**config.mk**
```make
export PLATFORM = sky130hd
export DESIGN_NAME = lcr_regs
export DESIGN_NICKNAME = d
export VERILOG_FILES = /design/src/rtl/lcr_pkg.sv /design/src/rtl/lcr_regs.sv
export SDC_FILE = /design/constraint.sdc
export NUM_CORES = 1
export LEC_CHECK = 0
export BUFFER_PORTS_ARGS = -buffer_cell sky130_fd_sc_hd__buf_2
export CAP_MARGIN = 20
export CORE_AREA = 2 2 116 118
export DETAILED_ROUTE_END_ITERATION = 10
export DIE_AREA = 0 0 118 120
export PLACE_DENSITY = 0.8
export SYNTH_ARGS = -nofsm -noshare
export SYNTH_HDL_FRONTEND = slang
export SYNTH_SLANG_ARGS = --single-unit
export TNS_END_PERCENT = 30
```
**constraint.sdc**
```tcl
create_clock -name core_clk -period 4.8 [get_ports core_clk]
set_clock_uncertainty 0.2 [all_clocks]
set_input_delay 0.96 -clock core_clk [delete_from_list [all_inputs] [get_ports core_clk]]
set_output_delay 0.96 -clock core_clk [all_outputs]
set_load 0.02 [all_outputs]
```
**src/rtl/lcr_pkg.sv**
```systemverilog
// Constants shared by the line interface control register bank.
package lcr_pkg;
	// Register addresses on the control port.
	localparam logic [7:0] ADDR_RELAY = 8'h05;
	localparam logic [7:0] ADDR_BIAS = 8'h08;
	localparam logic [7:0] ADDR_TIMER_LO = 8'h1A;
	localparam logic [7:0] ADDR_REAL = 8'h21;
	localparam logic [7:0] ADDR_THERM = 8'h48;
	// Field positions in the relay and battery configuration register.
	localparam int RLY_BATT_BIT = 5;
	localparam int RLY_FIELD_LSB = 2;
	localparam int RLY_RAIL_IDX = 2;
	localparam int RLY_DRIVE_IDX = 1;
	localparam int RLY_GPO_IDX = 0;
	localparam logic [1:0] RLY_RSVD_HI = 2'h2;
	// Field positions in the bias register; override flags map to bits 7:4.
	localparam int BIAS_OVR_LSB = 4;
	localparam int OVR_STBY = 3;
	localparam int OVR_AUDIO_SQUELCH = 2;
	localparam int OVR_FILTER_CAP_BYPASS = 1;
	localparam int OVR_LINE_BIAS_ENABLE = 0;
	// Field positions in the thermal register.
	localparam int THERM_STAT_BIT = 7;
	localparam int THERM_SEL_BIT = 6;
	// Values after reset.
	localparam logic [2:0] RLY_RST = 3'h0;
	localparam logic [7:0] BIAS_RST = 8'h00;
	localparam logic [3:0] OVR_RST = 4'h0;
	localparam logic [7:0] TIMER_LO_RST = 8'h00;
	localparam logic THERM_SEL_RST = 1'b0;
	localparam logic [3:0] REAL_RST = 4'h0;
	// One timer count lasts 1.25 us; the clock period is 10 ns.
	localparam real TIMER_LSB_US = 1.25;
	localparam real CLK_PERIOD_NS = 10.0;
	localparam int TICK_CYCLES = int'(TIMER_LSB_US * 1000.0 / CLK_PERIOD_NS);
	localparam logic [6:0] TICK_LAST = 7'(TICK_CYCLES - 1);
endpackage

```
**src/rtl/lcr_regs.sv**
```systemverilog
// Per-channel relay, bias and silent-timer registers plus shared thermal and impedance registers.
// Contract
// - Hold silent timer low byte; high byte comes separately; one count is 1.25 us.
// - Relay register bits 7:6 always read binary 10.
// - Relay register bit 5 reads the battery switch pin level.
// - Bit 4 flags a fitted ringing rail; software keeps it correct.
// - Relay register bit 3 enables the relay driver output.
// - Relay register bit 2 drives the general output pin.
// - Bias bit 7 shows standby; a write overrides until next hook change.
// - Bias bit 6 shows squelch; a write overrides until next speed-up event.
// - Bias bit 5 shows filter bypass; a write overrides until next speed-up event.
// - Bias bit 4 is bias enable; a write overrides until next hook change.
// - Bias bits 3:2 select on-hook transmission bias, 4 to 16 mA.
// - Bias bits 1:0 select active off-hook bias, 4 to 16 mA.
// - Thermal bit 7 reads one after linefeed over-temperature shutdown.
// - Thermal bit 6 is protected and selects the power sensing method.
// - One thermal register for both channels; bits 5:0 read zero.
// - One real coefficient register for both channels in bits 3:0; upper zero.
// - The silent timer runs only while its enable is set.
// - A channel soft reset returns that channel's registers to defaults.
`timescale 1ns/100ps
module lcr_regs (
	// Clock and reset.
	input wire logic core_clk,
	input wire logic nrst,
	// Register access port.
	input wire logic reg_wr,
	input wire logic reg_rd,
	input wire logic reg_chan,
	input wire logic [7:0] reg_addr,
	input wire logic [7:0] reg_wdata,
	output logic [7:0] reg_rdata,
	input wire logic protect_unlock,
	// Channel events and automatic status from the line logic.
	input wire logic [1:0] soft_reset,
	input wire logic [1:0] hook_change,
	input wire logic [1:0] speedup_event,
	input wire logic [1:0] auto_standby,
	input wire logic [1:0] auto_squelch,
	input wire logic [1:0] auto_cap_bypass,
	input wire logic [1:0] auto_bias_enable,
	// Pin levels from outside the clock domain.
	input wire logic [1:0] battery_switch_pin,
	input wire logic linefeed_overtemp,
	// Silent timer control.
	input wire logic [1:0] silence_timer_enable,
	input wire logic [1:0][7:0] ring_silence_timer_high,
	input wire logic [1:0] silence_start,
	output logic [1:0] silence_busy,
	output logic [1:0] silence_done,
	// Configuration outputs.
	output logic [1:0] ringing_rail_flag,
	output logic [1:0] relay_drive_enable,
	output logic [1:0] general_output_pin,
	output logic [1:0] low_power_standby,
	output logic [1:0] audio_squelch,
	output logic [1:0] filter_cap_bypass,
	output logic [1:0] line_bias_enable,
	output logic [1:0][1:0] onhook_tx_bias_level,
	output logic [1:0][1:0] active_bias_level,
	output logic power_sense_sel,
	output logic [3:0] real_coeff_field
);

	// A write aimed at one register of one channel.
	function automatic logic hit(input logic wr, input logic [7:0] a, input logic ch,
		input logic [7:0] tgt, input logic c);
		hit = wr && (a == tgt) && (ch == c);
	endfunction

	// Next value of an overridable bias bit.
	function automatic logic pick(input logic wr, input logic wv, input logic ovr,
		input logic keep, input logic auto_v);
		pick = wr ? wv : (ovr ? keep : auto_v);
	endfunction

	logic [1:0] batt_s1_ff;
	logic [1:0] batt_s2_ff;
	logic ot_s1_ff;
	logic ot_s2_ff;
	logic [2:0] rly_ff [2];
	logic [7:0] bias_ff [2];
	logic [3:0] ovr_ff [2];
	logic [7:0] tlo_ff [2];
	logic [15:0] cnt_ff [2];
	logic [6:0] tick_ff [2];
	logic [1:0] busy_ff;
	logic [1:0] done_ff;
	logic sel_ff;
	logic [3:0] rs_ff;
	logic [7:0] rdata_ff;
	logic [1:0] rly_wr;
	logic [1:0] bias_wr;
	logic [1:0] tlo_wr;
	logic [3:0] ev [2];
	logic [3:0] auto_v [2];

	// Two-stage synchronisers for the pin levels.
	always_ff @(posedge core_clk or negedge nrst) begin
		if (!nrst) begin
			batt_s1_ff <= 2'h0;
			batt_s2_ff <= 2'h0;
			ot_s1_ff <= 1'b0;
			ot_s2_ff <= 1'b0;
		end else begin
			batt_s1_ff <= battery_switch_pin;
			batt_s2_ff <= batt_s1_ff;
			ot_s1_ff <= linefeed_overtemp;
			ot_s2_ff <= ot_s1_ff;
		end
	end

	// Write decode per channel; bias writes need the unlock.
	always_comb begin
		for (int c = 0; c < 2; c++) begin
			rly_wr[c] = hit(reg_wr, reg_addr, reg_chan, lcr_pkg::ADDR_RELAY, 1'(c));
			bias_wr[c] = hit(reg_wr, reg_addr, reg_chan, lcr_pkg::ADDR_BIAS, 1'(c))
				&& protect_unlock;
			tlo_wr[c] = hit(reg_wr, reg_addr, reg_chan, lcr_pkg::ADDR_TIMER_LO, 1'(c));
			ev[c] = {hook_change[c], speedup_event[c], speedup_event[c], hook_change[c]};
			auto_v[c] = {auto_standby[c], auto_squelch[c], auto_cap_bypass[c],
				auto_bias_enable[c]};
		end
	end

	// Relay configuration, one copy per channel.
	always_ff @(posedge core_clk or negedge nrst) begin
		if (!nrst) begin
			for (int c = 0; c < 2; c++) begin
				rly_ff[c] <= lcr_pkg::RLY_RST;
			end
		end else begin
			for (int c = 0; c < 2; c++) begin
				if (soft_reset[c]) begin
					rly_ff[c] <= lcr_pkg::RLY_RST;
				end else if (rly_wr[c]) begin
					rly_ff[c] <= reg_wdata[lcr_pkg::RLY_FIELD_LSB +: 3];
				end
			end
		end
	end

	// Bias register: bits 7:4 follow the line logic unless a write holds them.
	always_ff @(posedge core_clk or negedge nrst) begin
		if (!nrst) begin
			for (int c = 0; c < 2; c++) begin
				bias_ff[c] <= lcr_pkg::BIAS_RST;
				ovr_ff[c] <= lcr_pkg::OVR_RST;
			end
		end else begin
			for (int c = 0; c < 2; c++) begin
				if (soft_reset[c]) begin
					bias_ff[c] <= lcr_pkg::BIAS_RST;
					ovr_ff[c] <= lcr_pkg::OVR_RST;
				end else begin
					if (bias_wr[c]) begin
						bias_ff[c][3:0] <= reg_wdata[3:0];
					end
					for (int b = 0; b < 4; b++) begin
						// A write in the same cycle as the clearing event keeps the hold.
						ovr_ff[c][b] <= bias_wr[c] | (ovr_ff[c][b] & ~ev[c][b]);
						bias_ff[c][lcr_pkg::BIAS_OVR_LSB + b] <= pick(bias_wr[c],
							reg_wdata[lcr_pkg::BIAS_OVR_LSB + b], ovr_ff[c][b],
							bias_ff[c][lcr_pkg::BIAS_OVR_LSB + b], auto_v[c][b]);
					end
				end
			end
		end
	end

	// Silent timer low byte, one copy per channel.
	always_ff @(posedge core_clk or negedge nrst) begin
		if (!nrst) begin
			for (int c = 0; c < 2; c++) begin
				tlo_ff[c] <= lcr_pkg::TIMER_LO_RST;
			end
		end else begin
			for (int c = 0; c < 2; c++) begin
				if (soft_reset[c]) begin
					tlo_ff[c] <= lcr_pkg::TIMER_LO_RST;
				end else if (tlo_wr[c]) begin
					tlo_ff[c] <= reg_wdata;
				end
			end
		end
	end

	// Silent period countdown in 1.25 us steps, stopped while disabled.
	always_ff @(posedge core_clk or negedge nrst) begin
		if (!nrst) begin
			busy_ff <= 2'h0;
			done_ff <= 2'h0;
			for (int c = 0; c < 2; c++) begin
				cnt_ff[c] <= 16'h0000;
				tick_ff[c] <= 7'h00;
			end
		end else begin
			for (int c = 0; c < 2; c++) begin
				done_ff[c] <= 1'b0;
				if (soft_reset[c] || !silence_timer_enable[c]) begin
					busy_ff[c] <= 1'b0;
					tick_ff[c] <= 7'h00;
				end else if (silence_start[c]) begin
					cnt_ff[c] <= {ring_silence_timer_high[c], tlo_ff[c]};
					tick_ff[c] <= 7'h00;
					busy_ff[c] <= 1'b1;
				end else if (busy_ff[c]) begin
					if (tick_ff[c] == lcr_pkg::TICK_LAST) begin
						tick_ff[c] <= 7'h00;
						if (cnt_ff[c] <= 16'h0001) begin
							busy_ff[c] <= 1'b0;
							done_ff[c] <= 1'b1;
						end else begin
							cnt_ff[c] <= cnt_ff[c] - 16'h0001;
						end
					end else begin
						tick_ff[c] <= tick_ff[c] + 7'h01;
					end
				end
			end
		end
	end

	// Shared thermal sense select and real coefficient.
	always_ff @(posedge core_clk or negedge nrst) begin
		if (!nrst) begin
			sel_ff <= lcr_pkg::THERM_SEL_RST;
			rs_ff <= lcr_pkg::REAL_RST;
		end else begin
			if (reg_wr && reg_addr == lcr_pkg::ADDR_THERM && protect_unlock) begin
				sel_ff <= reg_wdata[lcr_pkg::THERM_SEL_BIT];
			end
			if (reg_wr && reg_addr == lcr_pkg::ADDR_REAL) begin
				rs_ff <= reg_wdata[3:0];
			end
		end
	end

	// Registered read data; unmapped addresses read zero.
	always_ff @(posedge core_clk or negedge nrst) begin
		if (!nrst) begin
			rdata_ff <= 8'h00;
		end else if (reg_rd) begin
			case (reg_addr)
				lcr_pkg::ADDR_RELAY: begin
					rdata_ff <= {lcr_pkg::RLY_RSVD_HI, batt_s2_ff[reg_chan],
						rly_ff[reg_chan], 2'h0};
				end
				lcr_pkg::ADDR_BIAS: rdata_ff <= bias_ff[reg_chan];
				lcr_pkg::ADDR_TIMER_LO: rdata_ff <= tlo_ff[reg_chan];
				lcr_pkg::ADDR_THERM: rdata_ff <= {ot_s2_ff, sel_ff, 6'h00};
				lcr_pkg::ADDR_REAL: rdata_ff <= {4'h0, rs_ff};
				default: rdata_ff <= 8'h00;
			endcase
		end
	end

	// Outputs taken straight from the registers.
	always_comb begin
		for (int c = 0; c < 2; c++) begin
			ringing_rail_flag[c] = rly_ff[c][lcr_pkg::RLY_RAIL_IDX];
			relay_drive_enable[c] = rly_ff[c][lcr_pkg::RLY_DRIVE_IDX];
			general_output_pin[c] = rly_ff[c][lcr_pkg::RLY_GPO_IDX];
			low_power_standby[c] = bias_ff[c][lcr_pkg::BIAS_OVR_LSB + lcr_pkg::OVR_STBY];
			audio_squelch[c] = bias_ff[c][lcr_pkg::BIAS_OVR_LSB + lcr_pkg::OVR_AUDIO_SQUELCH];
			filter_cap_bypass[c] = bias_ff[c][lcr_pkg::BIAS_OVR_LSB + lcr_pkg::OVR_FILTER_CAP_BYPASS];
			line_bias_enable[c] = bias_ff[c][lcr_pkg::BIAS_OVR_LSB + lcr_pkg::OVR_LINE_BIAS_ENABLE];
			onhook_tx_bias_level[c] = bias_ff[c][3:2];
			active_bias_level[c] = bias_ff[c][1:0];
		end
	end
	assign reg_rdata = rdata_ff;
	assign silence_busy = busy_ff;
	assign silence_done = done_ff;
	assign power_sense_sel = sel_ff;
	assign real_coeff_field = rs_ff;

	// Checks on read data, overrides and the timer.
	AST_RLY_RSVD: assert property (@(posedge core_clk) disable iff (!nrst)
		reg_rd && reg_addr == lcr_pkg::ADDR_RELAY |=> reg_rdata[7:6] == 2'h2 && reg_rdata[1:0] == 2'h0)
		else $error("relay reserved bits wrong");
	AST_BATT_READ: assert property (@(posedge core_clk) disable iff (!nrst)
		reg_rd && reg_addr == lcr_pkg::ADDR_RELAY |=> reg_rdata[5] == $past(batt_s2_ff[reg_chan]))
		else $error("battery switch level misreported");
	AST_RELAY_DRIVE_ENABLE_WR: assert property (@(posedge core_clk) disable iff (!nrst)
		rly_wr[0] && !soft_reset[0] |=> relay_drive_enable[0] == $past(reg_wdata[3]))
		else $error("relay driver enable not taken");
	AST_GPO_WR: assert property (@(posedge core_clk) disable iff (!nrst)
		rly_wr[1] && !soft_reset[1] |=> general_output_pin[1] == $past(reg_wdata[2]))
		else $error("general output not taken");
	AST_STBY_HOLD: assert property (@(posedge core_clk) disable iff (!nrst)
		bias_wr[0] && !soft_reset[0] ##1 (!hook_change[0] && !bias_wr[0] && !soft_reset[0])
		|=> low_power_standby[0] == $past(low_power_standby[0]))
		else $error("standby override lost");
	AST_LINE_BIAS_ENABLE_REL: assert property (@(posedge core_clk) disable iff (!nrst)
		hook_change[0] && !bias_wr[0] && !soft_reset[0] ##1 (!bias_wr[0] && !soft_reset[0])
		|=> line_bias_enable[0] == $past(auto_bias_enable[0]))
		else $error("bias enable override not released");
	AST_SQ_REL: assert property (@(posedge core_clk) disable iff (!nrst)
		speedup_event[1] && !bias_wr[1] && !soft_reset[1] ##1 (!bias_wr[1] && !soft_reset[1])
		|=> audio_squelch[1] == $past(auto_squelch[1]))
		else $error("squelch override not released");
	AST_PROT: assert property (@(posedge core_clk) disable iff (!nrst)
		reg_wr && reg_addr == lcr_pkg::ADDR_BIAS && !protect_unlock && !soft_reset[reg_chan]
		|=> $stable(active_bias_level[$past(reg_chan)]))
		else $error("locked bias write landed");
	AST_THERM_READ: assert property (@(posedge core_clk) disable iff (!nrst)
		reg_rd && reg_addr == lcr_pkg::ADDR_THERM
		|=> reg_rdata[7] == $past(ot_s2_ff) && reg_rdata[5:0] == 6'h00)
		else $error("thermal read wrong");
	AST_REAL_READ: assert property (@(posedge core_clk) disable iff (!nrst)
		reg_rd && reg_addr == lcr_pkg::ADDR_REAL |=> reg_rdata == {4'h0, $past(rs_ff)})
		else $error("real coefficient read wrong");
	AST_TIMER_EN: assert property (@(posedge core_clk) disable iff (!nrst)
		!silence_timer_enable[0] |=> !silence_busy[0] && !silence_done[0])
		else $error("timer ran while disabled");
	AST_TICK: assert property (@(posedge core_clk) disable iff (!nrst)
		silence_done[0] |-> $past(tick_ff[0]) == lcr_pkg::TICK_LAST && $past(busy_ff[0]))
		else $error("timer ended off a tick");
	AST_SOFT: assert property (@(posedge core_clk) disable iff (!nrst)
		soft_reset[1] |=> rly_ff[1] == 3'h0 && bias_ff[1] == 8'h00 && tlo_ff[1] == 8'h00)
		else $error("soft reset left state");
endmodule

```
## Yosys cells after proc, flatten, opt, wreduce, memory -nomap -nowiden

Cells that the tools add are included.
W data, S select, Z words.

| operators by class | value |
|---|---|
| bitwise operators | 24 |
| $add $sub $neg | 4 |
| reductions and logical operators | 32 |
| eq/ne operators | 17 |
| muxes and demuxes | 78 |
| order comparisons | 4 |

Operators with widths:

| kind | count |
|---|---|
| $mux W16 | 8 |
| $mux W8 | 12 |
| $mux W7 | 8 |
| $pmux W8 S5 | 1 |
| $mux W1 | 38 |
| $le A16 B1 Y1 const B | 2 |
| $sub A16 B1 Y16 const B | 2 |
| $ne A3 B2 Y1 const B | 8 |
| $mux W3 | 7 |
| $reduce_bool A2 Y1 | 10 |
| $mux W4 | 4 |
| $add A7 B1 Y7 const B | 2 |
| $eq A7 B7 Y1 const B | 2 |
| $logic_and A1 B1 Y1 | 14 |
| $and A1 B1 Y1 | 8 |
| $eq A8 B3 Y1 const B | 1 |
| $eq A8 B4 Y1 const B | 1 |
| $eq A8 B5 Y1 const B | 1 |
| $eq A8 B6 Y1 const B | 1 |
| $eq A8 B7 Y1 const B | 1 |
| $or A1 B1 Y1 | 8 |
| $reduce_and A4 Y1 | 2 |
| $not A1 Y1 | 7 |
| $reduce_bool A3 Y1 | 2 |
| other kinds (6) | 9 |

| storage, ports and cells | value |
|---|---|
| input bits | 59 |
| logic and storage cells | 188 |
| register bits | 115 |

## Depth between registers and ports, before layout

| depth | value |
|---|---|
| depth after elaboration | 6 |
| depth in mapped cells | 8 |

## Worst setup path after synthesis

Ideal clock, no wire load.

| timing path | value |
|---|---|
| kind | input -> register |
| start | input reg_addr[2] |
| end | register bias_ff (netlist bit line_bias_enable[1]) |
| arrival time | 2,576 ps |
| stages on the path | 7 |
| required time | 4,464 ps |
| path slack | 1,888 ps |
| setup time | 136 ps |
| cells stage by stage | or4b_1 -> buf_2 -> nor3_4 -> nand4_4 -> buf_2 -> nor2_1 -> a211oi_2 |

| between the ends | value |
|---|---|
| word-level cells in the longest chain between the ends | 6 |

RTL lines:

| element | line | text |
|---|---|---|
| from (decl) | lcr_regs.sv:30 | `input wire logic [7:0] reg_addr,` |
| $eq A8 B4 Y1 (*) | lcr_regs.sv:68 | `hit = wr && (a == tgt) && (ch == c);` |
| $logic_and A1 B1 Y1 (*) (2 in a row) | lcr_regs.sv:68 |  |
| $logic_and A1 B1 Y1 (*) | lcr_regs.sv:118 | `&& protect_unlock;` |
| $mux W1 | lcr_regs.sv:74 | `pick = wr ? wv : (ovr ? keep : auto_v);` |
| $mux W8 | lcr_regs.sv:152 | `if (soft_reset[c]) begin` |
| to (signal, indexed assignment) | lcr_regs.sv:153 | `bias_ff[c] <= lcr_pkg::BIAS_RST;` |
| to (signal, indexed assignment) | lcr_regs.sv:157 | `bias_ff[c][3:0] <= reg_wdata[3:0];` |
| to (signal, indexed assignment) | lcr_regs.sv:162 | `bias_ff[c][lcr_pkg::BIAS_OVR_LSB + b] <= pick(bias_wr[c],` |
| to (decl) | lcr_regs.sv:82 | `logic [7:0] bias_ff [2];` |

Mark *: on every way between the ends. The rest lies on a longest branch, timed or not.
A chain may end at the register's enable or synchronous reset.

## Final worst setup path

| timing path | value |
|---|---|
| start | input soft_reset[1] |
| end | register cnt_ff[10] (netlist name) |

| between the ends | value |
|---|---|
| word-level cells in the longest chain between the ends | 3 |

RTL lines:

| element | line | text |
|---|---|---|
| from (decl) | lcr_regs.sv:35 | `input wire logic [1:0] soft_reset,` |
| $logic_or A1 B1 Y1 | lcr_regs.sv:200 | `if (soft_reset[c] \|\| !silence_timer_enable[c]) begin` |
| $not A1 Y1 (no source line) | -- |  |
| $reduce_and A4 Y1 (no source line) | -- |  |
| to (signal, indexed assignment) | lcr_regs.sv:204 | `cnt_ff[c] <= {ring_silence_timer_high[c], tlo_ff[c]};` |
| to (signal, indexed assignment) | lcr_regs.sv:214 | `cnt_ff[c] <= cnt_ff[c] - 16'h0001;` |
| to (decl) | lcr_regs.sv:85 | `logic [15:0] cnt_ff [2];` |

No other way between the ends.

==> flow_summary.yaml <==
status:
  status: "complete, no violations"
timing:
  worst_slack_ns: 1.687
  slew_viol_final: 0
  rsz0062_at_grt: "no"
  min_period_ns: 3.113
  final.period_utilization_pct: 64.86
  setup_violations: 0
  tightest_slew_ns: 0.9013
  maxSlewHeadroom_pct: 39.40
  hold_viol: 0
  max_freq_mhz: 321.2
  final.setup.tns_ns: 0
logic_synthesis:
  synth-async-reset-ratio_pct: 100.0
  ys_warn_count: 0
  synth_edf_count: 0
  syn_inst: 651
  syn-num-nets: 718
  synth-seq-cells: 115
  synth_area_per_cell_sq_um: 9.643
  ys_types: 66
  syn_area_sq_mm: 0.006277
  synth-seq-area-share_pct: 45.84
  synth_top_flop_cell: "dfrtp_1"
route:
  drtIter0Drc: 487
  wire_per_inst_microns: 17.43
  drc_errors: 0
  ant_nets: 0
  routed_wl_microns: 16140
  first_pass_iters: 5
  vias: 5510
  via_per_inst: 5.950
global_routing:
  grt_pass1_vias: 5409
  grt_pass1_wl_microns: 26830
  track_usage_pct: 23.56
  antenna_found_initial: 0
  grt_max_degree: 71
  gr-total-overflow: 0
worst_setup_path:
  slowest_delay_ns: 0.81
  cp_slowest_cell: "o31a_1"
  arrival_ns: 3.21
  cp.required_ns: 4.89
  endpoint_kind: "register"
  startpoint_type: "input pin"
  crit_type: "in -> reg"
  crit_fanout: 26
  worstPathCellList: "buf_2 > nand3b_1 > o41ai_4 > o31a_1 > and4_4 > nor3_2"
placed_design:
  dp_cells: 895
  gp_congestion: 0.8287
  place_hpwl_microns: 10850
  preCtsSetupSlack_ns: 1.308
  io_buffers: 97
hold_path:
  min_path_type: "reg -> reg"
clock_tree:
  cts_root_buf: "clkbuf_16"
  ctsResizeCount: 0
  post_cts_buffers: 0
  cts_made_buffers: 17
  cts.clk_slew.worst_paths_ns: 0.06
  cts_max_path_buffers: 2
  clock_sinks: 115
  tritoncts: "done"
  hold_buffers: 0
  clk_latency_ns: 0.41
  htree_levels: 4
floorplanning:
  die_h_microns: 120
  fp.dieArea_sq_mm: 0.01416
  rows: 42
  design.core.area_sq_mm: 0.01298
  start_util_pct: 48.36
  die_w_microns: 118
  ioPinCount: 98
cells_and_area:
  final_common_cell: "dfrtp_1"
  area_growth_pct: 19.25
  final_cell_count_no_fill: 926
  most-common-layout-cells: "dfrtp_1, buf_2, nor2_1, a21oi_1, nand2_1"
  nNetsFinal: 805
  nFillCells: 1141
  antenna_cells: 0
  drive_gt1_share_pct: 24.53
power:
  peakVddDrop_uv: 282.5
  leakage_nw: 3.430
  power_density_mw_per_mm2: 377.2
  power_w: 0.002824
job:
  cap_viol_max_count: 0
## final timing paths
| check | slack, ns | start | cells after the start | to |
|---|---|---|---|---|
| hold reg to reg | 0.15 | batt_s1_ff[1] | 0 | batt_s2_ff[1] |
| hold / removal | 0.15 | batt_s1_ff[1] | 0 | batt_s2_ff[1] |
| min in group asynchronous | 0.46 | nrst | 1 | cnt_ff[9] |
| max in group asynchronous | 3.08 | nrst | 2 | reg_rdata[3] |
| setup / recovery | 1.69 | soft_reset[1] | 6 | cnt_ff[10] |
| setup reg to reg | 2.01 | tick_ff[0] | 7 | cnt_ff[10] |
## power by group
part	switching (W)	total [W]	internal, W
clock	0.000440	0.00131	0.000868
combinational	0.000246	0.000411	0.000165
sequential	0.0000753	0.00111	0.00103
## cell usage after synthesis, drive strengths merged (5+ instances only)
master	count	area share (%)
clkbuf	23	1.4
nand2	42	2.5
nor3	33	3.0
nand4	9	1.1
mux2	22	3.9
ha	8	1.6
nor4	13	1.6
o22ai	9	0.90
and4	8	1.2
a41oi	6	0.84
a211oi	12	1.8
a311oi	6	0.84
or4	6	0.78
mux2i	31	4.9
buf	11	1.0
o21ai	23	1.8
nand3	41	3.5
o211ai	5	0.60
inv	23	1.4
nand2b	11	1.1
o32ai	10	1.4
and3	11	1.1
or2	6	0.64
a21oi	46	3.7
nor2	67	4.0
or3	7	0.70
a22o	7	0.98
dfrtp	115	46
## state kept, by name (all words and copies together) (netlist names), 2 cells and up
signal,cells
silence_busy,2
filter_cap_bypass,2
silence_done,2
tick_ff,14
cnt_ff,32
general_output_pin,2
active_bias_level,4
relay_drive_enable,2
batt_s2_ff,2
audio_squelch,2
real_coeff_field,4
batt_s1_ff,2
line_bias_enable,2
ringing_rail_flag,2
onhook_tx_bias_level,4
ovr_ff,8
tlo_ff,16
low_power_standby,2
reg_rdata,8
## worst max-delay path, delay by kind of cell
family          cells  cell delay (ns)
compound gates      2             1.04
simple gates        3             0.92
buf+inv             1             0.28
## final cells by class
type                    instances  area, sq um  area share, %
multi-input cells             479         3163          42.25
clock inverters                 8        125.1          1.671
repair buffers                102        525.5          7.020
well taps                     176        220.2          2.942
flip-flops and latches        115         2878          38.44
inverters                      23        86.33          1.153
clock buffers                  23        488.0          6.518
## metrics by stage
stage | area [sq um] | hold WS (ns) | utilization [%]
after global placement | 6873 | 0.1321 | 52.95
after floorplan | 6277 | 0.1312 | -
final | 7486 | 0.1543 | 57.67
after CTS | 7486 | 0.1577 | 57.67
after global routing | 7486 | 0.1656 | 57.67
after detailed placement | 6873 | 0.1457 | 52.95
## layer usage
metal  up-vias  wire, microns  global-route usage, %
met5         -              0                      0
met4         0            392                  9.864
li1       2605              -                      -
met1      2647           7079                  31.03
met3        34            968                  4.658
met2       224           7701                  38.15
## cells by family (layout without fill, tap and decap cells)
family | after synthesis | after routing | share of synthesized area, %
AO/OA/AOI/OAI | 148 | 148 | 16.52
adder cells (fa/ha/maj) | 8 | 8 | 1.595
buffers and inverters | 57 | 156 | 3.767
flip-flops | 115 | 115 | 45.84
multiplexers | 53 | 53 | 8.890
AND/OR/NAND/NOR | 270 | 270 | 23.38
Power figures use the tool's default switching activity.
